$ cat config.mk
export PLATFORM = sky130hd
export DESIGN_NAME = fpr_seq
export DESIGN_NICKNAME = d
export VERILOG_FILES = /design/src/fpr_pkg.sv /design/src/fpr_sync.sv /design/src/fpr_seq.sv
export SDC_FILE = /design/constraint.sdc
export NUM_CORES = 1
export LEC_CHECK = 0
export ABC_CLOCK_PERIOD_IN_PS = 2200
export BUFFER_PORTS_ARGS = -buffer_cell sky130_fd_sc_hd__buf_2
export CORE_MARGIN = 2
export CORE_UTILIZATION = 55
export DETAILED_ROUTE_END_ITERATION = 16
export GPL_ROUTABILITY_DRIVEN = 0
export PLACE_DENSITY = 0.77
export SETUP_SLACK_MARGIN = 0.2
export SLEW_MARGIN = 20
export SYNTH_ARGS = -nofsm -noshare
export SYNTH_HDL_FRONTEND = slang
export SYNTH_SLANG_ARGS = --single-unit
$ cat constraint.sdc
create_clock -name clk_sys -period 2.2 [get_ports clk_sys]
set_input_delay 0.33 -clock clk_sys [delete_from_list [all_inputs] [get_ports clk_sys]]
set_output_delay 0.33 -clock clk_sys [all_outputs]
set_load 0.02 [all_outputs]
$ cat src/fpr_pkg.sv
package fpr_pkg;

   // Clock of the sequencer
   localparam int CLK_NS = 8;

   // Minimum times, in ns, as given for the flash
   localparam int CORE_SETTLE_NS    = 50000;
   localparam int IO_SETTLE_NS      = 50000;
   localparam int CLR_TO_SEL_NS     = 50000;
   localparam int CLR_PULSE_NS      = 200;
   localparam int CLR_HIGH_SEL_NS   = 50;
   localparam int READY_TO_ACC_NS   = 0;
   localparam int SEL_HIGH_NS       = 20;

   // Least times round up, never below one cycle
   function automatic int cyc_up(input int ns);
      int c;
      c = (ns + CLK_NS - 1) / CLK_NS;
      return (c < 1) ? 1 : c;
   endfunction

   localparam int CORE_SETTLE_CYC   = cyc_up(CORE_SETTLE_NS);
   localparam int IO_SETTLE_CYC     = cyc_up(IO_SETTLE_NS);
   localparam int SETTLE_CYC        = (CORE_SETTLE_CYC > IO_SETTLE_CYC) ?
                                      CORE_SETTLE_CYC : IO_SETTLE_CYC;
   localparam int CLR_TO_SEL_CYC    = cyc_up(CLR_TO_SEL_NS);
   localparam int CLR_PULSE_CYC     = cyc_up(CLR_PULSE_NS);
   localparam int CLR_HIGH_SEL_CYC  = cyc_up(CLR_HIGH_SEL_NS);
   localparam int READY_TO_ACC_CYC  = cyc_up(READY_TO_ACC_NS);
   localparam int SEL_HIGH_CYC      = cyc_up(SEL_HIGH_NS);

   // Counter widths
   localparam int CNT_W  = 16;
   localparam int HCNT_W = 4;

   // Sequencer states
   typedef enum logic [2:0] {
      ST_OFF,
      ST_SETTLE,
      ST_CLR_LOW,
      ST_CLR_HIGH,
      ST_WAIT_DONE,
      ST_READY
   } fpr_state_t;

   // Pins toward the flash
   typedef struct packed {
      logic clear_n;
      logic sel_n;
   } fpr_pins_t;

   // Status toward the user
   typedef struct packed {
      logic ready;
      logic in_reset;
      logic dev_busy;
   } fpr_status_t;

   // Whole state of the sequencer
   typedef struct packed {
      fpr_state_t         state;
      logic [CNT_W-1:0]   cnt;
      logic [HCNT_W-1:0]  hcnt;
      fpr_pins_t          pins;
      fpr_status_t        stat;
   } fpr_regs_t;

   localparam fpr_regs_t REGS_RST = '{
      state: ST_OFF,
      cnt:   '0,
      hcnt:  '0,
      pins:  '{clear_n: 1'b1, sel_n: 1'b1},
      stat:  '{ready: 1'b0, in_reset: 1'b1, dev_busy: 1'b1}
   };

endpackage

$ cat src/fpr_sync.sv
`timescale 1ns/1ps
`default_nettype none

// Two-flop synchroniser, one chain per bit
module fpr_sync #(
   parameter int W = 2
) (
   // Clock and control
   input  wire logic         clk_sys,
   input  wire logic         sys_rst,
   input  wire logic         clk_en,
   // Asynchronous levels in, synchronised levels out
   input  wire logic [W-1:0] async_in,
   output var  logic [W-1:0] sync_out
);

   logic [W-1:0] meta_reg;

   // First flop feeds only the second
   genvar i;
   generate
      for (i = 0; i < W; i++) begin : g_bit
         always_ff @(posedge clk_sys) begin
            if (sys_rst) begin
               meta_reg[i] <= 1'b0;
               sync_out[i] <= 1'b0;
            end else if (clk_en) begin
               meta_reg[i] <= async_in[i];
               sync_out[i] <= meta_reg[i];
            end
         end
      end
   endgenerate

endmodule

`default_nettype wire

$ cat src/fpr_seq.sv
// Functional notes
// - Wait 50 us after both supplies reach minimum before first access.
// - Wait at least 50 us from clear low to chip select low.
// - Clear asserted during power-up still lasts 200 ns and keeps the wait.
// - Clear stays high at least 50 ns before chip select goes low.
// - Clear pulse plus clear-high wait must cover the clear-to-select time.
// - Select may fall 0 ns after the done flag rises.
// - Chip select stays high at least 20 ns each time it is released.
// - With clear during power-up, select waits for the latest of all settle times.
// - A falling select edge is needed after power-up before valid reads.
`timescale 1ns/1ps
`default_nettype none

module fpr_seq #(
   parameter int SETTLE_CYC     = fpr_pkg::SETTLE_CYC,
   parameter int CLR_TO_SEL_CYC = fpr_pkg::CLR_TO_SEL_CYC
) (
   // Clock, reset and enable
   input  wire logic                 clk_sys,
   input  wire logic                 sys_rst,
   input  wire logic                 clk_en,
   // Board side, asynchronous
   input  wire logic                 supply_good,
   input  wire logic                 done_flag,
   // User side, same clock
   input  wire logic                 hold_clear_at_power,
   input  wire logic                 warm_req,
   input  wire logic                 sel_req,
   // Flash pins
   output var  fpr_pkg::fpr_pins_t   pins,
   // Status
   output var  fpr_pkg::fpr_status_t status
);

   // Clear-high wait so that pulse plus wait covers the clear-to-select time
   localparam int HIGH_RAW  = CLR_TO_SEL_CYC - fpr_pkg::CLR_PULSE_CYC;
   localparam int HIGH_CYC  = (HIGH_RAW > fpr_pkg::CLR_HIGH_SEL_CYC) ?
                              HIGH_RAW : fpr_pkg::CLR_HIGH_SEL_CYC;

   localparam logic [fpr_pkg::CNT_W-1:0]  SETTLE_LD = fpr_pkg::CNT_W'(SETTLE_CYC - 1);
   localparam logic [fpr_pkg::CNT_W-1:0]  PULSE_LD  =
      fpr_pkg::CNT_W'(fpr_pkg::CLR_PULSE_CYC - 1);
   localparam logic [fpr_pkg::CNT_W-1:0]  HIGH_LD   = fpr_pkg::CNT_W'(HIGH_CYC - 1);
   localparam logic [fpr_pkg::CNT_W-1:0]  RB_LD     =
      fpr_pkg::CNT_W'(fpr_pkg::READY_TO_ACC_CYC - 1);
   localparam logic [fpr_pkg::HCNT_W-1:0] SELH_LD   =
      fpr_pkg::HCNT_W'(fpr_pkg::SEL_HIGH_CYC - 1);
   localparam logic [fpr_pkg::CNT_W-1:0]  CNT_ZERO  = '0;
   localparam logic [fpr_pkg::HCNT_W-1:0] HCNT_ZERO = '0;
   localparam logic [fpr_pkg::CNT_W-1:0]  CNT_ONE   = fpr_pkg::CNT_W'(1);
   localparam logic [fpr_pkg::HCNT_W-1:0] HCNT_ONE  = fpr_pkg::HCNT_W'(1);

   fpr_pkg::fpr_regs_t r_reg;
   fpr_pkg::fpr_regs_t r_next;
   logic [1:0]         sync_q;
   logic               pwr_s;
   logic               done_s;

   // Supply and done flag come from the board, so both are synchronised
   fpr_sync #(
      .W (2)
   ) u_sync (
      .clk_sys  (clk_sys),
      .sys_rst  (sys_rst),
      .clk_en   (clk_en),
      .async_in ({supply_good, done_flag}),
      .sync_out (sync_q)
   );

   assign pwr_s  = sync_q[1];
   assign done_s = sync_q[0];

   // Next-state logic of the whole sequencer
   always_comb begin
      r_next = r_reg;
      r_next.stat.dev_busy = ~done_s;
      unique case (r_reg.state)
         fpr_pkg::ST_OFF: begin
            r_next.pins.sel_n = 1'b1;
            r_next.pins.clear_n = 1'b1;
            if (pwr_s) begin
               // Supply up: optional clear during the settle period
               r_next.state = fpr_pkg::ST_SETTLE;
               r_next.cnt = SETTLE_LD;
               r_next.pins.clear_n = ~hold_clear_at_power;
            end
         end
         fpr_pkg::ST_SETTLE: begin
            // Select held high: the flash would ignore it anyway
            r_next.pins.sel_n = 1'b1;
            if (r_reg.cnt == CNT_ZERO) begin
               if (!r_reg.pins.clear_n) begin
                  // Clear still low: restart clear timing at settle end
                  r_next.state = fpr_pkg::ST_CLR_LOW;
                  r_next.cnt = PULSE_LD;
               end else begin
                  r_next.state = fpr_pkg::ST_WAIT_DONE;
                  r_next.cnt = RB_LD;
               end
            end else begin
               r_next.cnt = r_reg.cnt - CNT_ONE;
            end
         end
         fpr_pkg::ST_CLR_LOW: begin
            r_next.pins.clear_n = 1'b0;
            if (r_reg.cnt == CNT_ZERO) begin
               r_next.pins.clear_n = 1'b1;
               r_next.state = fpr_pkg::ST_CLR_HIGH;
               r_next.cnt = HIGH_LD;
            end else begin
               r_next.cnt = r_reg.cnt - CNT_ONE;
            end
         end
         fpr_pkg::ST_CLR_HIGH: begin
            if (r_reg.cnt == CNT_ZERO) begin
               r_next.state = fpr_pkg::ST_WAIT_DONE;
               r_next.cnt = RB_LD;
            end else begin
               r_next.cnt = r_reg.cnt - CNT_ONE;
            end
         end
         fpr_pkg::ST_WAIT_DONE: begin
            // The flash holds done low until its routine ends
            if (done_s) begin
               if (r_reg.cnt == CNT_ZERO) begin
                  r_next.state = fpr_pkg::ST_READY;
               end else begin
                  r_next.cnt = r_reg.cnt - CNT_ONE;
               end
            end
         end
         fpr_pkg::ST_READY: begin
            if (!r_reg.pins.sel_n) begin
               if (!sel_req) begin
                  r_next.pins.sel_n = 1'b1;
                  r_next.hcnt = SELH_LD;
               end
            end else if (r_reg.hcnt != HCNT_ZERO) begin
               r_next.hcnt = r_reg.hcnt - HCNT_ONE;
            end else if (warm_req) begin
               // Warm clear only starts with select released
               r_next.state = fpr_pkg::ST_CLR_LOW;
               r_next.pins.clear_n = 1'b0;
               r_next.cnt = PULSE_LD;
            end else if (sel_req) begin
               r_next.pins.sel_n = 1'b0;
            end
         end
         default: begin
            r_next.state = fpr_pkg::ST_OFF;
         end
      endcase
      // Supply loss overrides everything and restarts the cold sequence
      if (!pwr_s) begin
         r_next.state = fpr_pkg::ST_OFF;
         r_next.pins.sel_n = 1'b1;
         r_next.pins.clear_n = 1'b1;
         r_next.hcnt = HCNT_ZERO;
      end
      r_next.stat.ready = (r_next.state == fpr_pkg::ST_READY);
      r_next.stat.in_reset = (r_next.state != fpr_pkg::ST_READY);
   end

   // State register; clock enable freezes everything
   always_ff @(posedge clk_sys) begin
      if (sys_rst) begin
         r_reg <= fpr_pkg::REGS_RST;
      end else if (clk_en) begin
         r_reg <= r_next;
      end
   end

   // Outputs come straight from the state register
   assign pins   = r_reg.pins;
   assign status = r_reg.stat;

endmodule

`default_nettype wire

==> results of run 1 <==
[worst max path at each step]
stage	cells past startpoint	startpoint	slack, ns	to
after global routing	9	r_reg[9]$_SDFFE_PP0P_	0.07	r_reg[9]$_SDFFE_PP0P_
after floorplan	7	r_reg[5]$_SDFFE_PP0P_	0.20	r_reg[12]$_SDFFE_PP0P_
final	8	r_reg[6]$_SDFFE_PP0P_	0.11	r_reg[14]$_SDFFE_PP0P_
after CTS	6	r_reg[19]$_SDFFE_PP0P_	0.19	r_reg[13]$_SDFFE_PP0P_
after global placement	5	r_reg[19]$_SDFFE_PP0P_	0.11	r_reg[9]$_SDFFE_PP0P_
after detailed placement	7	r_reg[5]$_SDFFE_PP0P_	0.06	r_reg[16]$_SDFFE_PP0P_
[power breakdown]
part	internal (uW)	total, uW	switching [uW]
clock	400	631	231
combinational	192	445	252
sequential	596	618	21.3
total	1190	1690	505
[layout by cell type (no fill, tap or decap), types with 3 or more instances in the layout]
cell type,Yosys,routed
o32ai_1,9,8
nor4_1,3,3
nor3b_1,5,4
o21ai_0,11,10
ha_1,5,3
buf_4,7,20
nand2_1,13,12
a211oi_1,12,6
and2_1,3,3
o31ai_1,4,3
buf_2,2,12
nor3_1,12,11
a21oi_1,15,15
o21ai_1,6,7
clkbuf_8,0,7
inv_1,13,9
nand2b_1,12,12
dfxtp_2,0,6
nand3b_1,3,3
nand4_1,4,4
nand3_1,8,7
mux2i_1,4,4
a211oi_2,1,7
or3_1,5,5
o32ai_2,2,3
xnor2_1,4,4
inv_2,0,3
nor2_1,22,20
dfxtp_1,32,26
[through the flow]
step	hold slack (ns)	util (%)	std cells	worst slack, ns
2_1_floorplan	0.450	-	271	0.202
4_1_cts	0.271	69.2	339	0.193
6_report	0.272	74.0	342	0.111
5_1_grt	0.296	74.0	342	0.0650
3_5_place_dp	0.476	62.4	326	0.0605
3_3_place_gp	0.456	62.4	326	0.111
[worst reg2reg max path, cell delays in order, from the launching register on]
cell and delay, ns:
dfxtp_2 0.32, inv_2 0.07, ha_4 0.13, or3b_4 0.39, o21ai_4 0.20, nand3_4 0.17
buf_8 0.21, a211oi_1 0.29, o32ai_1 0.16
[kinds of logic after synthesis]
kind of cell / Yosys count / synth area share, %
AOI/OAI and AO/OA: 81 / 27.4
xor gates and xnor gates: 4 / 1.59
adders and majority gates: 5 / 2.85
buffers and inverters: 36 / 8.14
DFF: 32 / 29.1
muxes: 4 / 1.82
and+or+nand+nor: 109 / 29.0
[layout make-up]
cell class / count / area, um2
Clock inverter: 1 / 30.0
Multi-Input combinational cell: 203 / 1570
Timing Repair Buffer: 38 / 310
Clock buffer: 7 / 96.3
Sequential cell: 32 / 648
Tap cell: 48 / 60.1
Fill cell: 271 / 975
Inverter: 13 / 51.3
[routing by layer]
metal | vias to the layer above | global-route usage (%)
met5 | - | 0
li1 | 1062 | -
met3 | 28 | 6.00
met1 | 1041 | 37.8
met4 | 0 | 9.44
met2 | 129 | 38.0
[repair_timing]
action                                  in CTS  in global routing
hold endpoints to repair                     0                  0
hold buffers                                 0                  0
pin swaps                                    6                 10
buffers inserted                             4                  3
endpoints found under the setup margin      15                 20
gates resized for setup                     21                 34
cloned                                       1                  0
==> flow_summary.ini, run 1 <==
[global_routing]
grt_max_degree = 41
antenna_found_initial = 0
grt_pass1_wl_um = 9110
grt_pass1_vias = 1936
gr-total-overflow = 0
grt_util_all_layers_pct = 26.2

[die]
core_um2 = 3740
die_width_um = 67.2
die_h_um = 67.2
placementRows = 22
ioPinCount = 13
fp.dieArea_um2 = 4520
initial_core_util_pct = 58.7

[drt]
dr.pass1.iters = 5
num_vias = 2260
dr_wl_met2_um = 2850
routed_wl_um = 6130
drtIter0Drc = 309
viasPerCell = 6.61
wl_met1_um = 2650
ant_nets = 0
wl_met3_um = 479
wl_per_cell_um = 17.9
routed.top_layer = met4
drc = 0

[setup_path]
reg2regPathDepth = 8
worst_r2r_endpoint = r_reg[14]$_SDFFE_PP0P_
r2r-start = r_reg[6]$_SDFFE_PP0P_
critPathKind = flip-flop to flip-flop
worstPathRequired_ns = 2.35
critPathBufInv = 2
cp_top_family = compound AO/OA/AOI/OAI gates
cpPeakStageDelay_ns = 0.39
crit_slowest_cell = or3b_4
reg2reg_slack_ns = 0.11
worstPathArrival_ns = 2.23
critical_path.cell_chain = inv_2 > ha_4 > or3b_4 > o21ai_4 > nand3_4 > buf_8 > a211oi_1 > o32ai_1
worstSetupEndpointType = flip-flop
crit_path_start_kind = flip-flop
path_max_fanout = 6

[placed_design]
place_area_um2 = 2340
dp_hpwl_um = 3570
numPortBuffers = 12

[synthesis]
synth.avg_cell_area_um2 = 8.11
syn_inst = 271
synth.distinct_cells = 60
synth_common_cells = 32 x dfxtp_1, 22 x nor2_1, 15 x a21oi_1, 13 x inv_1, 13 x nand2_1
synthTopCellsByArea = dfxtp_1 29%, a211oi_1 4.1%, nor2_1 3.8%, o32ai_1 3.6%, a21oi_1 3.4%
synthArstFlopShare_pct = 0
ys.flop_type = dfxtp_1
synth.net_count = 284
synth.yosys.seq_area_share_pct = 29.1
synth_edf_count = 0
ys_ff_latch = 32
yosys.area.top_type = dfxtp_1
syn-cell-area_um2 = 2200
synth.most_common_cell = dfxtp_1
ys_warn_count = 0
synth_top_area_share_pct = 29.1

[layout]
area_growth_syn_to_layout_pct = 26.0
design_area_um2 = 2770
nets = 306
antennaDiodeCount = 0
drive_above_1_share_pct = 31.6
largest_reg_flops = 23

[power_and_ir_drop]
total_power_uw = 1690
vdd_drop_max_mv = 0.391
power_density_nw_per_um2 = 612
leakage_uw = 0.00101

[clocking]
insertion_delay_ns = 0.30
cts_buffers = 5
h-tree-depth = 2
clockBufferDepth = 2
clock-sinks = 32
clk_pin_slew_ns = 0.07
cts_tree = built
root_buffer = clkbuf_8

[min_path]
hold_path.startpoint = warm_req
holdCritPathClass = primary input to flip-flop
hold_path_depth = 3
hold_end = pins[0]$_SDFFE_PP1P_

[timing]
max_clock_freq_mhz = 479
fin_crit_ns = 2.09
rsz0062_at_grt = yes
final-setup-viol-count = 0
slew_headroom_pct = 53.2
maxSlewViolCount = 0
hold_viol = 0
fin_worst_skew_ns = 0.0109
fin_crit_sh_pct = 94.9
setup_tns_ns = 0
worst_pin_slew_ns = 0.702

[run_status]
status = complete, no violations

[flow_run]
cap_violations = 0
No activity file was read; power rests on OpenSTA's default activity.
==> run 2: changes to the inputs <==
--- a/config.mk
+++ b/config.mk
@@ -5,13 +5,14 @@
 export SDC_FILE = /design/constraint.sdc
 export NUM_CORES = 1
 export LEC_CHECK = 0
-export ABC_CLOCK_PERIOD_IN_PS = 2200
+export ABC_CLOCK_PERIOD_IN_PS = 2000
 export BUFFER_PORTS_ARGS = -buffer_cell sky130_fd_sc_hd__buf_2
 export CORE_MARGIN = 2
 export CORE_UTILIZATION = 55
 export DETAILED_ROUTE_END_ITERATION = 16
 export GPL_ROUTABILITY_DRIVEN = 0
-export PLACE_DENSITY = 0.77
+export GPL_TIMING_DRIVEN = 0
+export PLACE_DENSITY = 0.74
 export SETUP_SLACK_MARGIN = 0.2
 export SLEW_MARGIN = 20
 export SYNTH_ARGS = -nofsm -noshare
==> constraint.sdc (replaced) <==
create_clock -name clk_sys -period 2 [get_ports clk_sys]
set_input_delay 0.3 -clock clk_sys [delete_from_list [all_inputs] [get_ports clk_sys]]
set_output_delay 0.3 -clock clk_sys [all_outputs]
set_load 0.02 [all_outputs]
==> flow_summary.ini, run 2 (same netlist as run 1, synthesis figures left out) <==
[layout]
final_cell_mix = 29 x buf_4, 23 x dfxtp_1, 21 x nor2_1
largest_reg_flops = 23
nets = 333
area_growth_syn_to_layout_pct = 37.7
antennaDiodeCount = 0
drive_above_1_share_pct = 40.3
layout_commonest_cell = buf_4

[die]
initial_core_util_pct = 58.7
ioPinCount = 13
die_width_um = 67.2
fp.dieArea_um2 = 4520
core_um2 = 3740
die_h_um = 67.2
placementRows = 22

[setup_path]
crit_path_start_kind = flip-flop
worstSetupEndpointType = flip-flop
crit_slowest_cell = or4_4
worstPathRequired_ns = 2.15
crit_start = r_reg[20]$_SDFFE_PP0P_
worst_r2r_endpoint = r_reg[12]$_SDFFE_PP0P_
path_max_fanout = 6
critPathKind = flip-flop to flip-flop
reg2regPathDepth = 6
critPathBufInv = 1
cp_top_family = simple AND/OR/NAND/NOR gates
worst-path-stages = 6
worstPathArrival_ns = 2.20
cpPeakStageDelay_ns = 0.54
crit_end = r_reg[12]$_SDFFE_PP0P_
reg2reg_slack_ns = -0.05
r2r-start = r_reg[20]$_SDFFE_PP0P_
critical_path.cell_chain = or4_4 > and4b_1 > buf_6 > o31ai_1 > a2111oi_2 > o32ai_1

[run_status]
status = finished with violations
violations = negative setup slack

[global_routing]
antenna_found_initial = 0
grt_pass1_wl_um = 10800
gr-total-overflow = 0
grt_util_all_layers_pct = 31.9
grt_pass1_vias = 2197
grt_max_degree = 11

[drt]
drtIter0Drc = 241
routed_wl_um = 6890
dr.pass1.iters = 5
drc = 0
wl_per_cell_um = 18.7
viasPerCell = 6.69
num_vias = 2462
ant_nets = 0

[power_and_ir_drop]
clock_power_share_pct = 27.9
leakage_uw = 0.00112
p_switching_uw = 570
total_power_uw = 1710
p_seq_share_pct = 39.4
p_int_uw = 1140
power_frac_comb_pct = 32.7
vdd_drop_max_mv = 0.423
power_density_nw_per_um2 = 565
swShare_pct = 33.4

[clocking]
clockBufferDepth = 2
clock-sinks = 32
insertion_delay_ns = 0.28
clk_pin_slew_ns = 0.07
cts_tree = built
h-tree-depth = 2
cts_hold_buffers = 0
cts_buffers = 5
root_buffer = clkbuf_8

[timing]
rsz0062_at_grt = yes
fin_ws_ns = -0.0483
maxSlewViolCount = 0
hold_viol = 0
fin_worst_skew_ns = 0.00411
slew_headroom_pct = 53.7
final-setup-viol-count = 11
worst_pin_slew_ns = 0.695
max_clock_freq_mhz = 488
fin_crit_ns = 2.05
fin_crit_sh_pct = 102

[min_path]
hold_path_depth = 3
holdCritPathClass = primary input to flip-flop
hold_path.startpoint = done_flag

[placed_design]
dp_hpwl_um = 4110
numPortBuffers = 12
place_worst_setup_slack_ns = -0.185

[flow_run]
cap_violations = 0
run 2: cell count changes in the layout (fill, tap and decap cells not counted), sizes merged:
| cell | previous run | this run |
|---|---|---|
| clkbuf | 7 | 15 |
| buf | 38 | 56 |
| inv | 13 | 12 |
| clkinvlp | 0 | 1 |
| bufinv | 1 | 0 |
| clkinv | 0 | 1 |
run 2: worst min-delay path by stage:
stage | end
after global placement | status[2]$_SDFFE_PP0P_
final | u_sync.meta_reg[0]$_SDFFE_PP0P_
after detailed placement | status[0]$_SDFFE_PP1P_
after CTS | u_sync.meta_reg[0]$_SDFFE_PP0P_
after global routing | u_sync.meta_reg[0]$_SDFFE_PP0P_
after floorplan | pins[0]$_SDFFE_PP1P_
run 2: worst min-delay path: cells and delay by family:
family	cells	cell delay (ns)
muxes	1	0.05
and+or+nand+nor	1	0.07
buffers and inverters	1	0.08
run 2: timing repair:
| action | CTS | global route |
|---|---|---|
| buffers inserted | 25 | 4 |
| gates resized for setup | 43 | 23 |
| cloned | 1 | 0 |
| setup endpoints to repair | 25 | 26 |
| pin swaps | 19 | 9 |
run 2: area by class of cell:
class / instances / area (um2)
multi-input cells: 203 / 1690
well taps: 48 / 60.1
plain buffers: 23 / 180
fillers: 237 / 717
clock buffers: 6 / 72.6
repair buffers: 42 / 312
inverters: 13 / 52.6
clock inverters: 1 / 5.00
flip-flops and latches: 32 / 654
run 2: through the flow:
stage	std cells	utilization [%]	setup TNS, ns	area, um2	hold slack [ns]
3_3_place_gp	331	65.2	-1.54	2440	0.478
2_1_floorplan	271	-	0	2320	0.430
4_1_cts	364	77.7	0	2910	0.251
6_report	368	80.8	-0.288	3030	0.255
3_5_place_dp	331	65.2	-1.79	2440	0.480
5_1_grt	368	80.8	-1.05	3030	0.254
run 2: metal layers:
metal	GRT usage, %	part of all wire, %	vias to the layer above	wire length (um)
li1	-	-	1106	-
met1	43.8	42	1144	2900
met2	48.4	45	167	3070
met3	5.17	8.8	45	607
met4	15.6	4.6	0	315
met5	0	0	-	0
run 2: power groups by stage:
stage                     combinational (uW)  clock, uW  sequential [uW]
final                                    559        476              674
after global routing                     593        516              674
after CTS                                508        483              671
after detailed placement                 397          0              685
after global placement                   397          0              685
after floorplan                          318          0              680
==> run 3: changes to the inputs <==
--- a/config.mk
+++ b/config.mk
@@ -11,7 +11,6 @@
 export CORE_UTILIZATION = 55
 export DETAILED_ROUTE_END_ITERATION = 16
 export GPL_ROUTABILITY_DRIVEN = 0
-export GPL_TIMING_DRIVEN = 0
 export PLACE_DENSITY = 0.74
 export SETUP_SLACK_MARGIN = 0.2
 export SLEW_MARGIN = 20
==> flow_summary.ini, run 3 (same netlist as run 1, synthesis figures left out) <==
[run_status]
status = finished with violations
violations = negative setup slack

[layout]
final_cell_mix = 39 x buf_4, 26 x dfxtp_1, 22 x nor2_1
layout_commonest_cell = buf_4
nets = 334
num-fill-cells = 222
final_cells = 370
antennaDiodeCount = 0
area_growth_syn_to_layout_pct = 39.4
drive_above_1_share_pct = 40.4
largest_reg_flops = 23

[power_and_ir_drop]
power_density_nw_per_um2 = 573
p_seq_share_pct = 38.6
leakage_uw = 0.00115
p_int_uw = 1180
vdd_drop_max_mv = 0.418
total_power_uw = 1760
swShare_pct = 32.8
clock_power_share_pct = 30.0
p_switching_uw = 577
power_frac_comb_pct = 31.5

[die]
core_um2 = 3740
placementRows = 22
die_h_um = 67.2
fp.dieArea_um2 = 4520
die_width_um = 67.2
initial_core_util_pct = 58.7
ioPinCount = 13

[setup_path]
reg2regPathDepth = 6
worstPathArrival_ns = 2.23
crit_slowest_cell = or4_4
cp_top_family = simple AND/OR/NAND/NOR gates
critPathBufInv = 1
reg2reg_slack_ns = -0.07
worst-path-stages = 6
crit_end = r_reg[14]$_SDFFE_PP0P_
worst_r2r_endpoint = r_reg[14]$_SDFFE_PP0P_
critPathKind = flip-flop to flip-flop
cpPeakStageDelay_ns = 0.54
crit_start = r_reg[22]$_SDFFE_PP0P_
crit_path_start_kind = flip-flop
worstSetupEndpointType = flip-flop
r2r-start = r_reg[22]$_SDFFE_PP0P_
critical_path.cell_chain = or4_4 > and4b_4 > o21ai_4 > buf_6 > a211oi_4 > o32ai_1
path_max_fanout = 6
worstPathRequired_ns = 2.17

[drt]
routed_wl_um = 6950
num_vias = 2439
ant_nets = 0
wl_per_cell_um = 18.8
dr.pass1.iters = 5
drc = 0
drtIter0Drc = 278
viasPerCell = 6.59

[clocking]
clockBufferDepth = 2
h-tree-depth = 2
clock-sinks = 32
cts_buffers = 5
insertion_delay_ns = 0.29
clk_pin_slew_ns = 0.07
root_buffer = clkbuf_8
cts_tree = built
cts_hold_buffers = 0

[global_routing]
grt_pass1_vias = 2146
grt_pass1_wl_um = 10200
gr-total-overflow = 0
grt_util_all_layers_pct = 30.0
antenna_found_initial = 0
grt_max_degree = 28

[timing]
fin_ws_ns = -0.0673
fin_worst_skew_ns = 0.00772
hold_viol = 0
final-setup-viol-count = 1
max_clock_freq_mhz = 484
fin_crit_ns = 2.07
fin_crit_sh_pct = 103
rsz0062_at_grt = yes
slew_headroom_pct = 66.3
worst_pin_slew_ns = 0.506
maxSlewViolCount = 0

[min_path]
holdCritPathClass = primary input to flip-flop
hold_path_depth = 3

[placed_design]
numPortBuffers = 12
dp_hpwl_um = 4140
dp.cells = 349

[flow_run]
cap_violations = 0
[run 3: cell types whose count changed in the layout (fill, tap and decap cells not counted), sizes merged]
cell and delta:
buf +10, clkbuf -7, clkinv -1, clkinvlp -1
inv +1
[run 3: repair_timing]
action                     in CTS  in global routing
hold endpoints to repair        0                  0
pin swaps                      12                 17
resized for setup              19                 35
setup endpoints to repair      20                 25
buffers inserted                4                  9
[run 3: tightest hold or removal path: cells and delay by family]
family	cells	cell delay (ns)
AOI/OAI and AO/OA	1	0.06
buffers and inverters	1	0.09
and+or+nand+nor	1	0.05
[run 3: power groups by stage]
| stage | clock, uW | combinational [uW] | sequential [uW] |
|---|---|---|---|
| final | 527 | 553 | 677 |
| after global routing | 560 | 586 | 679 |
| after CTS | 534 | 470 | 674 |
| after detailed placement | 0 | 433 | 688 |
| after global placement | 0 | 426 | 687 |
| after floorplan | 0 | 318 | 680 |
[run 3: final cells by class]
cell class              count  area (um2)  area share (%)
clock buffers               8        90.1            2.94
inverters                  13        48.8            1.59
multi-input cells         203        1680            54.8
flip-flops and latches     32         648            21.2
well taps                  48        60.1            1.96
repair buffers             66         539            17.6
[run 3: worst min path at each step]
stage,slack (ns),startpoint,end
CTS,0.23,warm_req,pins[0]$_SDFFE_PP1P_
detailed placement,0.48,status[0]$_SDFFE_PP1P_,status[0]$_SDFFE_PP1P_
finish,0.23,warm_req,pins[0]$_SDFFE_PP1P_
global placement,0.46,status[0]$_SDFFE_PP1P_,status[0]$_SDFFE_PP1P_
floorplan,0.43,warm_req,pins[0]$_SDFFE_PP1P_
global route,0.25,supply_good,u_sync.meta_reg[1]$_SDFFE_PP0P_
[run 3: layer usage]
metal  vias up  global-route usage [%]  wire (um)
met5         -                       0          0
li1       1121                       -          -
met4         0                    12.0        171
met2       118                    46.8       3250
met3        25                    5.83        503
met1      1175                    40.7       3030
[run 3: stage by stage]
stage | worst slack, ns | hold WS, ns | util (%) | instance area, um2 | TNS [ns]
2_1_floorplan | 0.111 | 0.430 | - | 2320 | 0
3_3_place_gp | 0.0316 | 0.458 | 69.9 | 2620 | 0
3_5_place_dp | 0.00698 | 0.478 | 69.9 | 2620 | 0
4_1_cts | 0.0530 | 0.234 | 75.6 | 2830 | 0
5_1_grt | -0.119 | 0.251 | 81.9 | 3060 | -0.363
6_report | -0.0673 | 0.232 | 81.9 | 3060 | -0.0673
